### src/rtl/corr_job_cfg.svh
// Offsets, field positions, reset values and counts of the correlator job decoder
`ifndef CORR_JOB_CFG_SVH
`define CORR_JOB_CFG_SVH
// ***
// Register byte offsets
// ***
`define CJ_OFS_CTRL        8'h00
`define CJ_OFS_JOB         8'h04
`define CJ_OFS_BUF_SIZE    8'h08
`define CJ_OFS_FETCH_OFS   8'h0C
`define CJ_OFS_BASE0       8'h10
`define CJ_OFS_BASE1       8'h14
`define CJ_OFS_COMBINE     8'h18
`define CJ_OFS_FC_START    8'h1C
`define CJ_OFS_FC_INCR     8'h20
`define CJ_OFS_OUT_BASE    8'h24
`define CJ_OFS_ACC_BASE    8'h28
`define CJ_OFS_SIZES       8'h2C
`define CJ_OFS_STEER       8'h30
`define CJ_OFS_GO          8'h34
`define CJ_OFS_ACTIVATE    8'h38
`define CJ_OFS_STATUS      8'h3C
`define CJ_OFS_IRQ_STATUS  8'h40
`define CJ_OFS_IRQ_CLEAR   8'h44
`define CJ_OFS_IRQ_ENABLE  8'h48
`define CJ_TABLE_BIT       7
// ***
// Job word fields
// ***
`define CJ_JOB_PRIO_LSB              0
`define CJ_JOB_USERS_LSB             2
`define CJ_JOB_FETCH_LSB             10
`define CJ_HOLD_UNTIL_TRIGGERED_BIT  31
`define CJ_END_OF_JOB_IRQ_BIT        28
// ***
// User entry fields (low word, high word)
// ***
`define CJ_ENT_PILOT_LSB   0
`define CJ_ENT_MODE_BIT    4
`define CJ_ENT_FC_ON_BIT   5
`define CJ_ENT_LAST_BIT    6
`define CJ_ENT_SST_BIT     7
`define CJ_ENT_MASK_LSB    0
`define CJ_ENT_QUAD_BIT    15
`define CJ_ENT_STEP_LSB    16
`define CJ_ENT_SSO_BIT     24
// ***
// Counts and reset values
// ***
`define CJ_SUBSLOTS        10
`define CJ_SUBSLOT_SHIFT   8
`define CJ_STEP_UNIT_SHIFT 4
`define CJ_SSO_OFFSET      13'h1000
`define CJ_IRQ_DONE_BIT    0
`define CJ_IRQ_SEQ_BIT     1
`define CJ_RST_WORD        32'h0000_0000
`endif

### src/rtl/corr_job_pkg.sv
// Types shared by the correlator job decoder
package corr_job_pkg;
   // Job sequencer states, Gray along the usual path
   typedef enum logic [2:0] {
      ST_IDLE    = 3'h0,
      ST_HOLD    = 3'h1,
      ST_FETCH0  = 3'h3,
      ST_FETCH1  = 3'h2,
      ST_RDREQ   = 3'h6,
      ST_RDWAIT  = 3'h7,
      ST_PRESENT = 3'h5,
      ST_DONE    = 3'h4
   } job_state_e;
endpackage

### src/rtl/user_entry_table.sv
// User entry table: two 32-bit halves per entry, registered read
`timescale 1ns/1ps
module user_entry_table #(
   parameter int DEPTH = 16,
   parameter int AW    = 4
) (
   input  wire logic          i_clk,
   input  wire logic [1:0]    i_wr_en,
   input  wire logic [AW-1:0] i_wr_addr,
   input  wire logic [31:0]   i_wr_data,
   input  wire logic          i_rd_en,
   input  wire logic [AW-1:0] i_rd_addr,
   output logic      [63:0]   o_rd_data
);
   logic [31:0] lo_mem [DEPTH];
   logic [31:0] hi_mem [DEPTH];

   // Half-word writes, whole-entry registered read
   always_ff @(posedge i_clk) begin
      if (i_wr_en[0]) begin
         lo_mem[i_wr_addr] <= i_wr_data;
      end
      if (i_wr_en[1]) begin
         hi_mem[i_wr_addr] <= i_wr_data;
      end
      if (i_rd_en) begin
         o_rd_data <= {hi_mem[i_rd_addr], lo_mem[i_rd_addr]};
      end
   end
endmodule

### src/rtl/corr_job_decode.sv
// Correlator job descriptor and user entry decoder with AHB-Lite registers
//
// The AHB-Lite interface to the registers and the placing of the registers are this design's own decisions.
`timescale 1ns/1ps
`include "corr_job_cfg.svh"
// Function
// - Mode bit 0 selects path-search, 1 selects random-access preamble.
// - External-pilot mask bit x covers chips x*256 to (x+1)*256-1, x 0..9.
// - Mask honoured only in path-search with pilot count zero.
// - Pilot field bit 0x8000 maps external pilots to quadrature, else in-phase.
// - Hold flag 0x80000000 keeps job waiting for explicit activation command.
// - Flag 0x10000000 raises an interrupt when the job completes.
// - Step size field counts 16-sample units, encoded as samples/16 minus one.
// - Frequency correction applied with start and step values only when enabled.
// - Each diversity buffer fetches the 11-bit count of 32-byte chunks.
// - Job searches up to the number of users given by the 8-bit count, stopping after an entry with the last flag set.
// - Offset selector 0 adds nothing, selector 1 adds 4096.
// - Two diversity buffers with own bases share size and fetch offset.
// - Per user, output and accumulator buffers with address, size, steering bits.
// - Sub-slot code: 0 skip, 1 coherent, 3 unweighted move, 4-7 weights 0-3.
// - Memory accesses carry the job priority when priority scheduling is on.
module corr_job_decode #(
   parameter int TABLE_DEPTH = 16
) (
   input  wire logic        i_clk,
   input  wire logic        i_sys_rst,
   input  wire logic        i_hsel,
   input  wire logic [31:0] i_haddr,
   input  wire logic [1:0]  i_htrans,
   input  wire logic        i_hwrite,
   input  wire logic [2:0]  i_hsize,
   input  wire logic [31:0] i_hwdata,
   input  wire logic        i_hready,
   output logic             o_hreadyout,
   output logic             o_hresp,
   output logic      [31:0] o_hrdata,
   output logic             o_fetch_valid,
   input  wire logic        i_fetch_ready,
   output logic             o_fetch_buf_sel,
   output logic      [31:0] o_fetch_addr,
   output logic      [31:0] o_fetch_buf_size,
   output logic      [10:0] o_fetch_chunks,
   output logic      [1:0]  o_bus_prio,
   output logic             o_user_valid,
   input  wire logic        i_user_ready,
   output logic      [7:0]  o_user_index,
   output logic             o_preamble_mode,
   output logic      [3:0]  o_pilot_count,
   output logic      [3:0]  o_signature,
   output logic             o_ext_pilot_en,
   output logic      [9:0]  o_external_pilot_mask,
   output logic             o_pilot_quadrature_select,
   output logic             o_freq_correction_on,
   output logic      [31:0] o_fc_start,
   output logic      [31:0] o_fc_incr,
   output logic      [12:0] o_fc_step_samples,
   output logic             o_scr_long,
   output logic      [12:0] o_scr_offset,
   output logic      [31:0] o_out_addr,
   output logic      [15:0] o_out_size,
   output logic      [3:0]  o_out_steer,
   output logic      [31:0] o_acc_addr,
   output logic      [15:0] o_acc_size,
   output logic      [3:0]  o_acc_steer,
   output logic      [9:0]  o_slot_coherent,
   output logic      [9:0]  o_slot_nc_move,
   output logic      [9:0]  o_slot_weighted,
   output logic      [19:0] o_slot_weight_sel,
   input  wire logic [11:0] i_chip_index,
   output logic             o_chip_pilot,
   output logic             o_chip_pilot_valid,
   output logic             o_busy,
   output logic             o_irq
);
   typedef struct packed {
      corr_job_pkg::job_state_e state;
      logic        prio_en;
      logic [31:0] job;
      logic [31:0] buf_size;
      logic [31:0] fetch_ofs;
      logic [31:0] base0;
      logic [31:0] base1;
      logic [29:0] combine;
      logic [31:0] fc_start;
      logic [31:0] fc_incr;
      logic [31:0] out_base;
      logic [31:0] acc_base;
      logic [31:0] sizes;
      logic [7:0]  steer;
      logic [1:0]  irq_stat;
      logic [1:0]  irq_en;
      logic        wr_pend;
      logic [7:0]  wr_addr;
      logic [31:0] hrdata;
      logic [7:0]  idx;
      logic        last_seen;
      logic        preamble;
      logic [3:0]  pilot_cnt;
      logic [3:0]  signature;
      logic        ext_en;
      logic [9:0]  mask;
      logic        quad;
      logic        fc_on;
      logic [31:0] fc_start_o;
      logic [31:0] fc_incr_o;
      logic [12:0] fc_samples;
      logic        scr_long;
      logic [12:0] scr_ofs;
      logic [31:0] out_addr;
      logic [31:0] acc_addr;
      logic [9:0]  coh;
      logic [9:0]  ncm;
      logic [9:0]  wtd;
      logic [19:0] wsel;
      logic        chip_pilot;
      logic        chip_valid;
   } state_s;

   state_s      st;
   state_s      next_st;
   logic [1:0]  tbl_we;
   logic        tbl_re;
   logic [63:0] entry;
   logic [7:0]  users;
   logic [1:0]  irq_set;
   logic [1:0]  irq_clr;
   logic        go_wr;
   logic        act_wr;
   logic [3:0]  sub;
   logic [2:0]  code;

   // ********************************************************
   // User entry table
   // ********************************************************
   user_entry_table #(.DEPTH(TABLE_DEPTH), .AW(4)) u_table (
      .i_clk     (i_clk),
      .i_wr_en   (tbl_we),
      .i_wr_addr (st.wr_addr[6:3]),
      .i_wr_data (i_hwdata),
      .i_rd_en   (tbl_re),
      .i_rd_addr (st.idx[3:0]),
      .o_rd_data (entry)
   );

   // ********************************************************
   // Next-state logic
   // ********************************************************
   always_comb begin
      next_st = st;
      users   = st.job[`CJ_JOB_USERS_LSB +: 8];
      tbl_we  = 2'h0;
      tbl_re  = 1'b0;
      irq_set = 2'h0;
      irq_clr = 2'h0;
      go_wr   = 1'b0;
      act_wr  = 1'b0;
      sub     = i_chip_index[11:`CJ_SUBSLOT_SHIFT];
      code    = 3'h0;
      // Data phase of a write: update the addressed register
      if (st.wr_pend) begin
         if (st.wr_addr[`CJ_TABLE_BIT]) begin
            tbl_we = st.wr_addr[2] ? 2'h2 : 2'h1;
         end else begin
            unique case (st.wr_addr)
               `CJ_OFS_CTRL:       next_st.prio_en = i_hwdata[0];
               `CJ_OFS_JOB:        next_st.job = i_hwdata;
               `CJ_OFS_BUF_SIZE:   next_st.buf_size = i_hwdata;
               `CJ_OFS_FETCH_OFS:  next_st.fetch_ofs = i_hwdata;
               `CJ_OFS_BASE0:      next_st.base0 = i_hwdata;
               `CJ_OFS_BASE1:      next_st.base1 = i_hwdata;
               `CJ_OFS_COMBINE:    next_st.combine = i_hwdata[29:0];
               `CJ_OFS_FC_START:   next_st.fc_start = i_hwdata;
               `CJ_OFS_FC_INCR:    next_st.fc_incr = i_hwdata;
               `CJ_OFS_OUT_BASE:   next_st.out_base = i_hwdata;
               `CJ_OFS_ACC_BASE:   next_st.acc_base = i_hwdata;
               `CJ_OFS_SIZES:      next_st.sizes = i_hwdata;
               `CJ_OFS_STEER:      next_st.steer = i_hwdata[7:0];
               `CJ_OFS_GO:         go_wr = i_hwdata[0];
               `CJ_OFS_ACTIVATE:   act_wr = i_hwdata[0];
               `CJ_OFS_IRQ_CLEAR:  irq_clr = i_hwdata[1:0];
               `CJ_OFS_IRQ_ENABLE: next_st.irq_en = i_hwdata[1:0];
               default:            next_st.wr_pend = 1'b0;
            endcase
         end
      end
      // Address phase: capture writes, register read data
      next_st.wr_pend = i_hsel & i_htrans[1] & i_hready & i_hwrite;
      if (i_hsel & i_htrans[1] & i_hready) begin
         next_st.wr_addr = i_haddr[7:0];
         unique case (i_haddr[7:0])
            `CJ_OFS_CTRL:       next_st.hrdata = {31'h0, st.prio_en};
            `CJ_OFS_JOB:        next_st.hrdata = st.job;
            `CJ_OFS_BUF_SIZE:   next_st.hrdata = st.buf_size;
            `CJ_OFS_FETCH_OFS:  next_st.hrdata = st.fetch_ofs;
            `CJ_OFS_BASE0:      next_st.hrdata = st.base0;
            `CJ_OFS_BASE1:      next_st.hrdata = st.base1;
            `CJ_OFS_COMBINE:    next_st.hrdata = {2'h0, st.combine};
            `CJ_OFS_FC_START:   next_st.hrdata = st.fc_start;
            `CJ_OFS_FC_INCR:    next_st.hrdata = st.fc_incr;
            `CJ_OFS_OUT_BASE:   next_st.hrdata = st.out_base;
            `CJ_OFS_ACC_BASE:   next_st.hrdata = st.acc_base;
            `CJ_OFS_SIZES:      next_st.hrdata = st.sizes;
            `CJ_OFS_STEER:      next_st.hrdata = {24'h0, st.steer};
            `CJ_OFS_STATUS:     next_st.hrdata = {20'h0, st.idx, st.state, o_busy};
            `CJ_OFS_IRQ_STATUS: next_st.hrdata = {30'h0, st.irq_stat};
            `CJ_OFS_IRQ_ENABLE: next_st.hrdata = {30'h0, st.irq_en};
            default:            next_st.hrdata = `CJ_RST_WORD;
         endcase
      end
      // Job sequencer
      unique case (st.state)
         corr_job_pkg::ST_IDLE: begin
            if (go_wr) begin
               next_st.idx = 8'h00;
               next_st.last_seen = 1'b0;
               next_st.state = st.job[`CJ_HOLD_UNTIL_TRIGGERED_BIT] ?
                               corr_job_pkg::ST_HOLD : corr_job_pkg::ST_FETCH0;
            end
         end
         corr_job_pkg::ST_HOLD: begin
            if (act_wr) begin
               next_st.state = corr_job_pkg::ST_FETCH0;
            end
         end
         corr_job_pkg::ST_FETCH0: begin
            if (i_fetch_ready) begin
               next_st.state = corr_job_pkg::ST_FETCH1;
            end
         end
         corr_job_pkg::ST_FETCH1: begin
            if (i_fetch_ready) begin
               next_st.state = (users == 8'h00) ? corr_job_pkg::ST_DONE : corr_job_pkg::ST_RDREQ;
            end
         end
         corr_job_pkg::ST_RDREQ: begin
            tbl_re = 1'b1;
            next_st.state = corr_job_pkg::ST_RDWAIT;
         end
         corr_job_pkg::ST_RDWAIT: begin
            // Decode the fetched entry into registered outputs
            next_st.preamble   = entry[`CJ_ENT_MODE_BIT];
            next_st.pilot_cnt  = entry[`CJ_ENT_MODE_BIT] ? 4'h0 : entry[`CJ_ENT_PILOT_LSB +: 4];
            next_st.signature  = entry[`CJ_ENT_MODE_BIT] ? entry[`CJ_ENT_PILOT_LSB +: 4] : 4'h0;
            next_st.ext_en     = ~entry[`CJ_ENT_MODE_BIT] & (entry[`CJ_ENT_PILOT_LSB +: 4] == 4'h0);
            next_st.mask       = next_st.ext_en ? entry[32 + `CJ_ENT_MASK_LSB +: `CJ_SUBSLOTS] : 10'h000;
            next_st.quad       = entry[32 + `CJ_ENT_QUAD_BIT];
            next_st.fc_on      = entry[`CJ_ENT_FC_ON_BIT];
            next_st.fc_start_o = entry[`CJ_ENT_FC_ON_BIT] ? st.fc_start : `CJ_RST_WORD;
            next_st.fc_incr_o  = entry[`CJ_ENT_FC_ON_BIT] ? st.fc_incr : `CJ_RST_WORD;
            next_st.fc_samples = (13'(entry[32 + `CJ_ENT_STEP_LSB +: 8]) + 13'h001) << `CJ_STEP_UNIT_SHIFT;
            next_st.scr_long   = entry[`CJ_ENT_SST_BIT];
            next_st.scr_ofs    = entry[32 + `CJ_ENT_SSO_BIT] ? `CJ_SSO_OFFSET : 13'h0000;
            next_st.last_seen  = entry[`CJ_ENT_LAST_BIT];
            next_st.out_addr   = st.out_base + 32'(st.idx) * 32'(st.sizes[15:0]);
            next_st.acc_addr   = st.acc_base + 32'(st.idx) * 32'(st.sizes[31:16]);
            // Random-access entry with short sequence is flagged to software
            irq_set[`CJ_IRQ_SEQ_BIT] = entry[`CJ_ENT_MODE_BIT] & ~entry[`CJ_ENT_SST_BIT];
            // Per sub-slot combining decode
            for (int s = 0; s < `CJ_SUBSLOTS; s++) begin
               code = st.combine[3*s +: 3];
               next_st.coh[s] = (code == 3'h1);
               next_st.ncm[s] = (code == 3'h3) | code[2];
               next_st.wtd[s] = code[2];
               next_st.wsel[2*s +: 2] = code[2] ? code[1:0] : 2'h0;
            end
            next_st.state = corr_job_pkg::ST_PRESENT;
         end
         corr_job_pkg::ST_PRESENT: begin
            if (i_user_ready) begin
               if (st.last_seen | (st.idx + 8'h01 == users)) begin
                  next_st.state = corr_job_pkg::ST_DONE;
               end else begin
                  next_st.idx = st.idx + 8'h01;
                  next_st.state = corr_job_pkg::ST_RDREQ;
               end
            end
         end
         corr_job_pkg::ST_DONE: begin
            irq_set[`CJ_IRQ_DONE_BIT] = st.job[`CJ_END_OF_JOB_IRQ_BIT];
            next_st.state = corr_job_pkg::ST_IDLE;
         end
      endcase
      // Sticky interrupt bits, set wins over clear
      next_st.irq_stat = (st.irq_stat & ~irq_clr) | irq_set;
      // Chip-indexed external pilot lookup
      next_st.chip_valid = st.ext_en & (sub < 4'(`CJ_SUBSLOTS));
      next_st.chip_pilot = next_st.chip_valid & st.mask[sub];
   end

   // ********************************************************
   // State register
   // ********************************************************
   always_ff @(posedge i_clk) begin
      if (i_sys_rst) begin
         st <= '0;
      end else begin
         st <= next_st;
      end
   end

   // ********************************************************
   // Outputs
   // ********************************************************
   assign o_hreadyout               = 1'b1;
   assign o_hresp                   = 1'b0;
   assign o_hrdata                  = st.hrdata;
   assign o_busy                    = (st.state != corr_job_pkg::ST_IDLE);
   assign o_irq                     = |(st.irq_stat & st.irq_en);
   // Fetch requests, first then second diversity buffer
   assign o_fetch_valid             = (st.state == corr_job_pkg::ST_FETCH0) |
                                      (st.state == corr_job_pkg::ST_FETCH1);
   assign o_fetch_buf_sel           = (st.state == corr_job_pkg::ST_FETCH1);
   assign o_fetch_addr              = (o_fetch_buf_sel ? st.base1 : st.base0) + st.fetch_ofs;
   assign o_fetch_buf_size          = st.buf_size;
   assign o_fetch_chunks            = st.job[`CJ_JOB_FETCH_LSB +: 11];
   assign o_bus_prio                = st.prio_en ? st.job[`CJ_JOB_PRIO_LSB +: 2] : 2'h0;
   assign o_user_valid              = (st.state == corr_job_pkg::ST_PRESENT);
   assign o_user_index              = st.idx;
   assign o_preamble_mode           = st.preamble;
   assign o_pilot_count             = st.pilot_cnt;
   assign o_signature               = st.signature;
   assign o_ext_pilot_en            = st.ext_en;
   assign o_external_pilot_mask     = st.mask;
   assign o_pilot_quadrature_select = st.quad;
   assign o_freq_correction_on      = st.fc_on;
   assign o_fc_start                = st.fc_start_o;
   assign o_fc_incr                 = st.fc_incr_o;
   assign o_fc_step_samples         = st.fc_samples;
   assign o_scr_long                = st.scr_long;
   assign o_scr_offset              = st.scr_ofs;
   assign o_out_addr                = st.out_addr;
   assign o_out_size                = st.sizes[15:0];
   assign o_out_steer               = st.steer[3:0];
   assign o_acc_addr                = st.acc_addr;
   assign o_acc_size                = st.sizes[31:16];
   assign o_acc_steer               = st.steer[7:4];
   assign o_slot_coherent           = st.coh;
   assign o_slot_nc_move            = st.ncm;
   assign o_slot_weighted           = st.wtd;
   assign o_slot_weight_sel         = st.wsel;
   assign o_chip_pilot              = st.chip_pilot;
   assign o_chip_pilot_valid        = st.chip_valid;
endmodule

### config.mk
export PLATFORM = sky130hd
export DESIGN_NAME = corr_job_decode
export DESIGN_NICKNAME = d
export VERILOG_FILES = /design/src/rtl/corr_job_pkg.sv /design/src/rtl/user_entry_table.sv /design/src/rtl/corr_job_decode.sv
export VERILOG_INCLUDE_DIRS = /design/src /design/src/rtl
export SDC_FILE = /design/constraint.sdc
export NUM_CORES = 2
export LEC_CHECK = 0
export BUFFER_PORTS_ARGS = -buffer_cell sky130_fd_sc_hd__buf_2
export CAP_MARGIN = 20
export CORE_MARGIN = 2
export CORE_UTILIZATION = 45
export CTS_BUF_LIST = sky130_fd_sc_hd__clkbuf_4
export DETAILED_ROUTE_END_ITERATION = 12
export PLACE_DENSITY_LB_ADDON = 0.1
export SYNTH_ARGS = -nofsm -noshare
export SYNTH_HDL_FRONTEND = slang
export SYNTH_SLANG_ARGS = --single-unit
### constraint.sdc
create_clock -name i_clk -period 6 [get_ports i_clk]
set_clock_uncertainty 0.2 [all_clocks]
set_input_delay 0.3 -clock i_clk [delete_from_list [all_inputs] [get_ports i_clk]]
set_output_delay 0.3 -clock i_clk [all_outputs]
set_load 0.03 [all_outputs]
==> out/results.tsv <==
stage	metric	value	unit
sta	slew_headroom	0.207	
power_and_ir_drop	leakage	25.2	nW
detailed_routing	ant_nets	0	
place	pre_cts_ws	510	ps
power_and_ir_drop	max-vdd-ir-drop	0.195	mV
final_layout	nets	6503	
detailed_routing	first_iter_violations	6155	
yosys	netlist_area	57800	um2
global_route	grt_overflow	0	
detailed_routing	vias_per_cell	5.80	
place	io_buffers	426	
yosys	synth_cell_type_count	97	
detailed_routing	post_drt_wl_per_cell	27.3	um
cts	cts_root_buf	clkbuf_4	
outcome	status	completed	
global_route	grt_usage	0.323	
cts	cts_made_buffers	320	
setup_path	crit_path_frequent_cell	a21oi_4	
cts	htree_levels	5	
final_layout	final_area	64800	um2
setup_path	setup.worst_path.class	flip-flop to output port	
die	ios	481	
yosys	syn-instance-count	5791	
yosys	avgSynthCellArea	9.99	um2
global_route	antenna_found_initial	18	
setup_path	crit_chain	inv_2 > nand2_1 > nor2_4 > mux2_2 > ha_2 > fa_2 > a21oi_4 > o211ai_4 > a2111oi_4 > o21bai_4 > a21oi_4 > a31o_1 > or4b_1 > nand4b_1 > buf_4	
yosys	ys_seq_area_frac	0.465	
power_and_ir_drop	powerDensity	242	nW/um2
sta	setup_ws	216	ps
place	dpl_cell_area	59200	um2
yosys	synth_edf_count	476	
global_route	grt_pass1_wl	307000	um
die	die_h	363	um
sta	max_freq	173	MHz
flow_run	drv_cap	0	
yosys	ys_ff_latch	1105	
detailed_routing	drt-total-wl	217000	um
hold_path	min_path_type	input pin to flip-flop	
die	fp.dieW	363	um
setup_path	cpLargestDelayFamily	compound AO/OA/AOI/OAI gates	
sta	period_share	0.964	
place	place_hpwl	147000	um
setup_path	cp-start-kind	flip-flop	
setup_path	max_stage_delay	490	ps
yosys	yosys_warnings	0	
die	die_area	131000	um2
detailed_routing	drt_pass1_iterations	10	
detailed_routing	drc_errors	0	
global_route	grt_max_degree	185	
cts	cts_tree	built	
yosys	synth_async_sr_flop_share	0	
die	coreArea	128000	um2
power_and_ir_drop	total_power	15.7	mW
place	gp_congestion	0.964	
die	num_rows	131	
setup_path	slowest_stage	a2111oi_4	
final_layout	drive_gt1_frac	0.213	
yosys	synth_flop_cell	dfxtp_1	
sta	finalHoldViolations	0	
die	initial_core_util	0.454	
setup_path	path_buf_inv	2	
sta	setup_viol	0	
cts	clock-sinks	1105	
sta	worst_pin_slew	1190	ps
cts	path_clk_slew	70	ps
sta	period_needed	5780	ps
cts	clk_latency	1320	ps
final_layout	layout_common_cells	nand2_1 (1147), dfxtp_1 (623), a21oi_1 (622), edfxtp_1 (476), clkbuf_4 (475)	
cts	cts.path.max_buffers	4	
setup_path	crit_required	5500	ps
final_layout	syn_to_final_growth	12.1	%
setup_path	cp_max_fo	9	
setup_path	critPathArrivalTime	5280	ps
setup_path	end_kind	output port	
sta	slew_violations	0	
final_layout	final_common_cell	nand2_1	
detailed_routing	vias	46100	
global_route	grt_pass1_vias	43600	
==> power breakdown <==
| group | switching (mW) | total (mW) | internal, mW | leakage [nW] |
|---|---|---|---|---|
| Combinational | 0.595 | 0.844 | 0.250 | 13.5 |
| Clock | 3.27 | 6.97 | 3.70 | 2.34 |
| Sequential | 0.0340 | 7.89 | 7.85 | 9.35 |
==> area by class of cell <==
type | count | area, um2
Fill cell | 11800 | 62700
Sequential cell | 1105 | 26900
Multi-Input combinational cell | 3614 | 25900
Timing Repair Buffer | 694 | 4800
Clock buffer | 474 | 3560
Tap cell | 1662 | 2080
Inverter | 336 | 1260
Clock inverter | 56 | 298
Antenna cell | 11 | 27.5
==> registers in the layout (all words and copies together), names as in the netlist, 8 cells and up, named ones only <==
name	cells
o_acc_size	16
o_fetch_buf_size	32
u_table.hi_mem	320
o_out_size	16
u_table.o_rd_data	28
o_slot_weight_sel	20
o_acc_addr	32
o_slot_nc_move	10
o_fc_start	32
o_out_addr	32
o_fetch_chunks	11
o_fc_step_samples	9
o_external_pilot_mask	10
o_slot_weighted	10
o_slot_coherent	10
o_user_index	8
st	292
o_fc_incr	32
o_hrdata	32
u_table.lo_mem	128
==> kinds of logic (layout without fill, tap and decap cells) <==
group,Yosys count,in the layout,share of synthesized area
AOI/OAI and AO/OA,1092,1092,0.115
DFF,1105,1105,0.465
other,2,29,0.000130
xor gates and xnor gates,81,81,0.0123
muxes,225,225,0.0710
buffers and inverters,1088,1560,0.0940
and+or+nand+nor,1854,1854,0.141
adders and majority gates,344,344,0.102
==> metal layers <==
metal / GRT usage / share of wire / wire length [um]
met1: 0.446 / 0.41 / 88900
met2: 0.477 / 0.44 / 94500
met3: 0.0976 / 0.12 / 25300
met4: 0.125 / 0.039 / 8520
met5: 0 / 0.00036 / 78
==> path summary, 6_finish.rpt <==
kind                                      from                   end  slack (ps)  cells past startpoint
worst max-delay path                   st[642]      o_fetch_addr[28]         220                     15
worst min-delay path               i_hwdata[5]  u_table.lo_mem[8][5]         150                      2
worst max register to register   o_acc_size[7]        o_acc_addr[26]         390                     17
worst min register to register  o_acc_addr[12]        o_acc_addr[12]         250                      2
==> Yosys cell counts (26+ instances only) <==
library cell | instances | area share
dfxtp_1 | 629 | 0.22
buf_1 | 39 | 0.0025
a222oi_1 | 26 | 0.0045
nand3_1 | 149 | 0.013
a22oi_1 | 86 | 0.011
buf_4 | 348 | 0.045
fa_1 | 213 | 0.074
buf_2 | 31 | 0.0027
o22ai_1 | 30 | 0.0032
edfxtp_1 | 476 | 0.25
mux2_2 | 51 | 0.0099
a22o_1 | 28 | 0.0042
a211oi_1 | 27 | 0.0035
a21o_1 | 42 | 0.0055
clkbuf_1 | 332 | 0.022
nor2_1 | 179 | 0.012
xnor2_1 | 52 | 0.0079
and2_1 | 180 | 0.019
inv_1 | 335 | 0.022
ha_1 | 131 | 0.028
o21ai_0 | 87 | 0.0075
mux4_2 | 143 | 0.056
xor2_1 | 29 | 0.0044
a21oi_1 | 623 | 0.054
mux2i_1 | 31 | 0.0054
nor3_1 | 47 | 0.0041
nand2_1 | 1149 | 0.075
==> repair_timing <==
item,CTS,global route
resized for setup,11,20
hold buffers,141,1
setup endpoints to repair,13,6
setup buffers,1,4
hold endpoints to repair,1041,38
pin swaps,5,8
gates cloned,0,1
==> through the flow <==
stage          setup TNS [ps]  cells  hold WS [ps]  utilization
5_1_grt                 -17.8   7947          61.9        0.508
4_1_cts                     0   7934          8.82        0.507
2_1_floorplan               0   5807           199            -
6_report                    0   7952           148        0.508
3_3_place_gp                0   7261           236        0.464
3_5_place_dp                0   7262           241        0.464
Note: power is estimated with default switching activity, not from simulation.
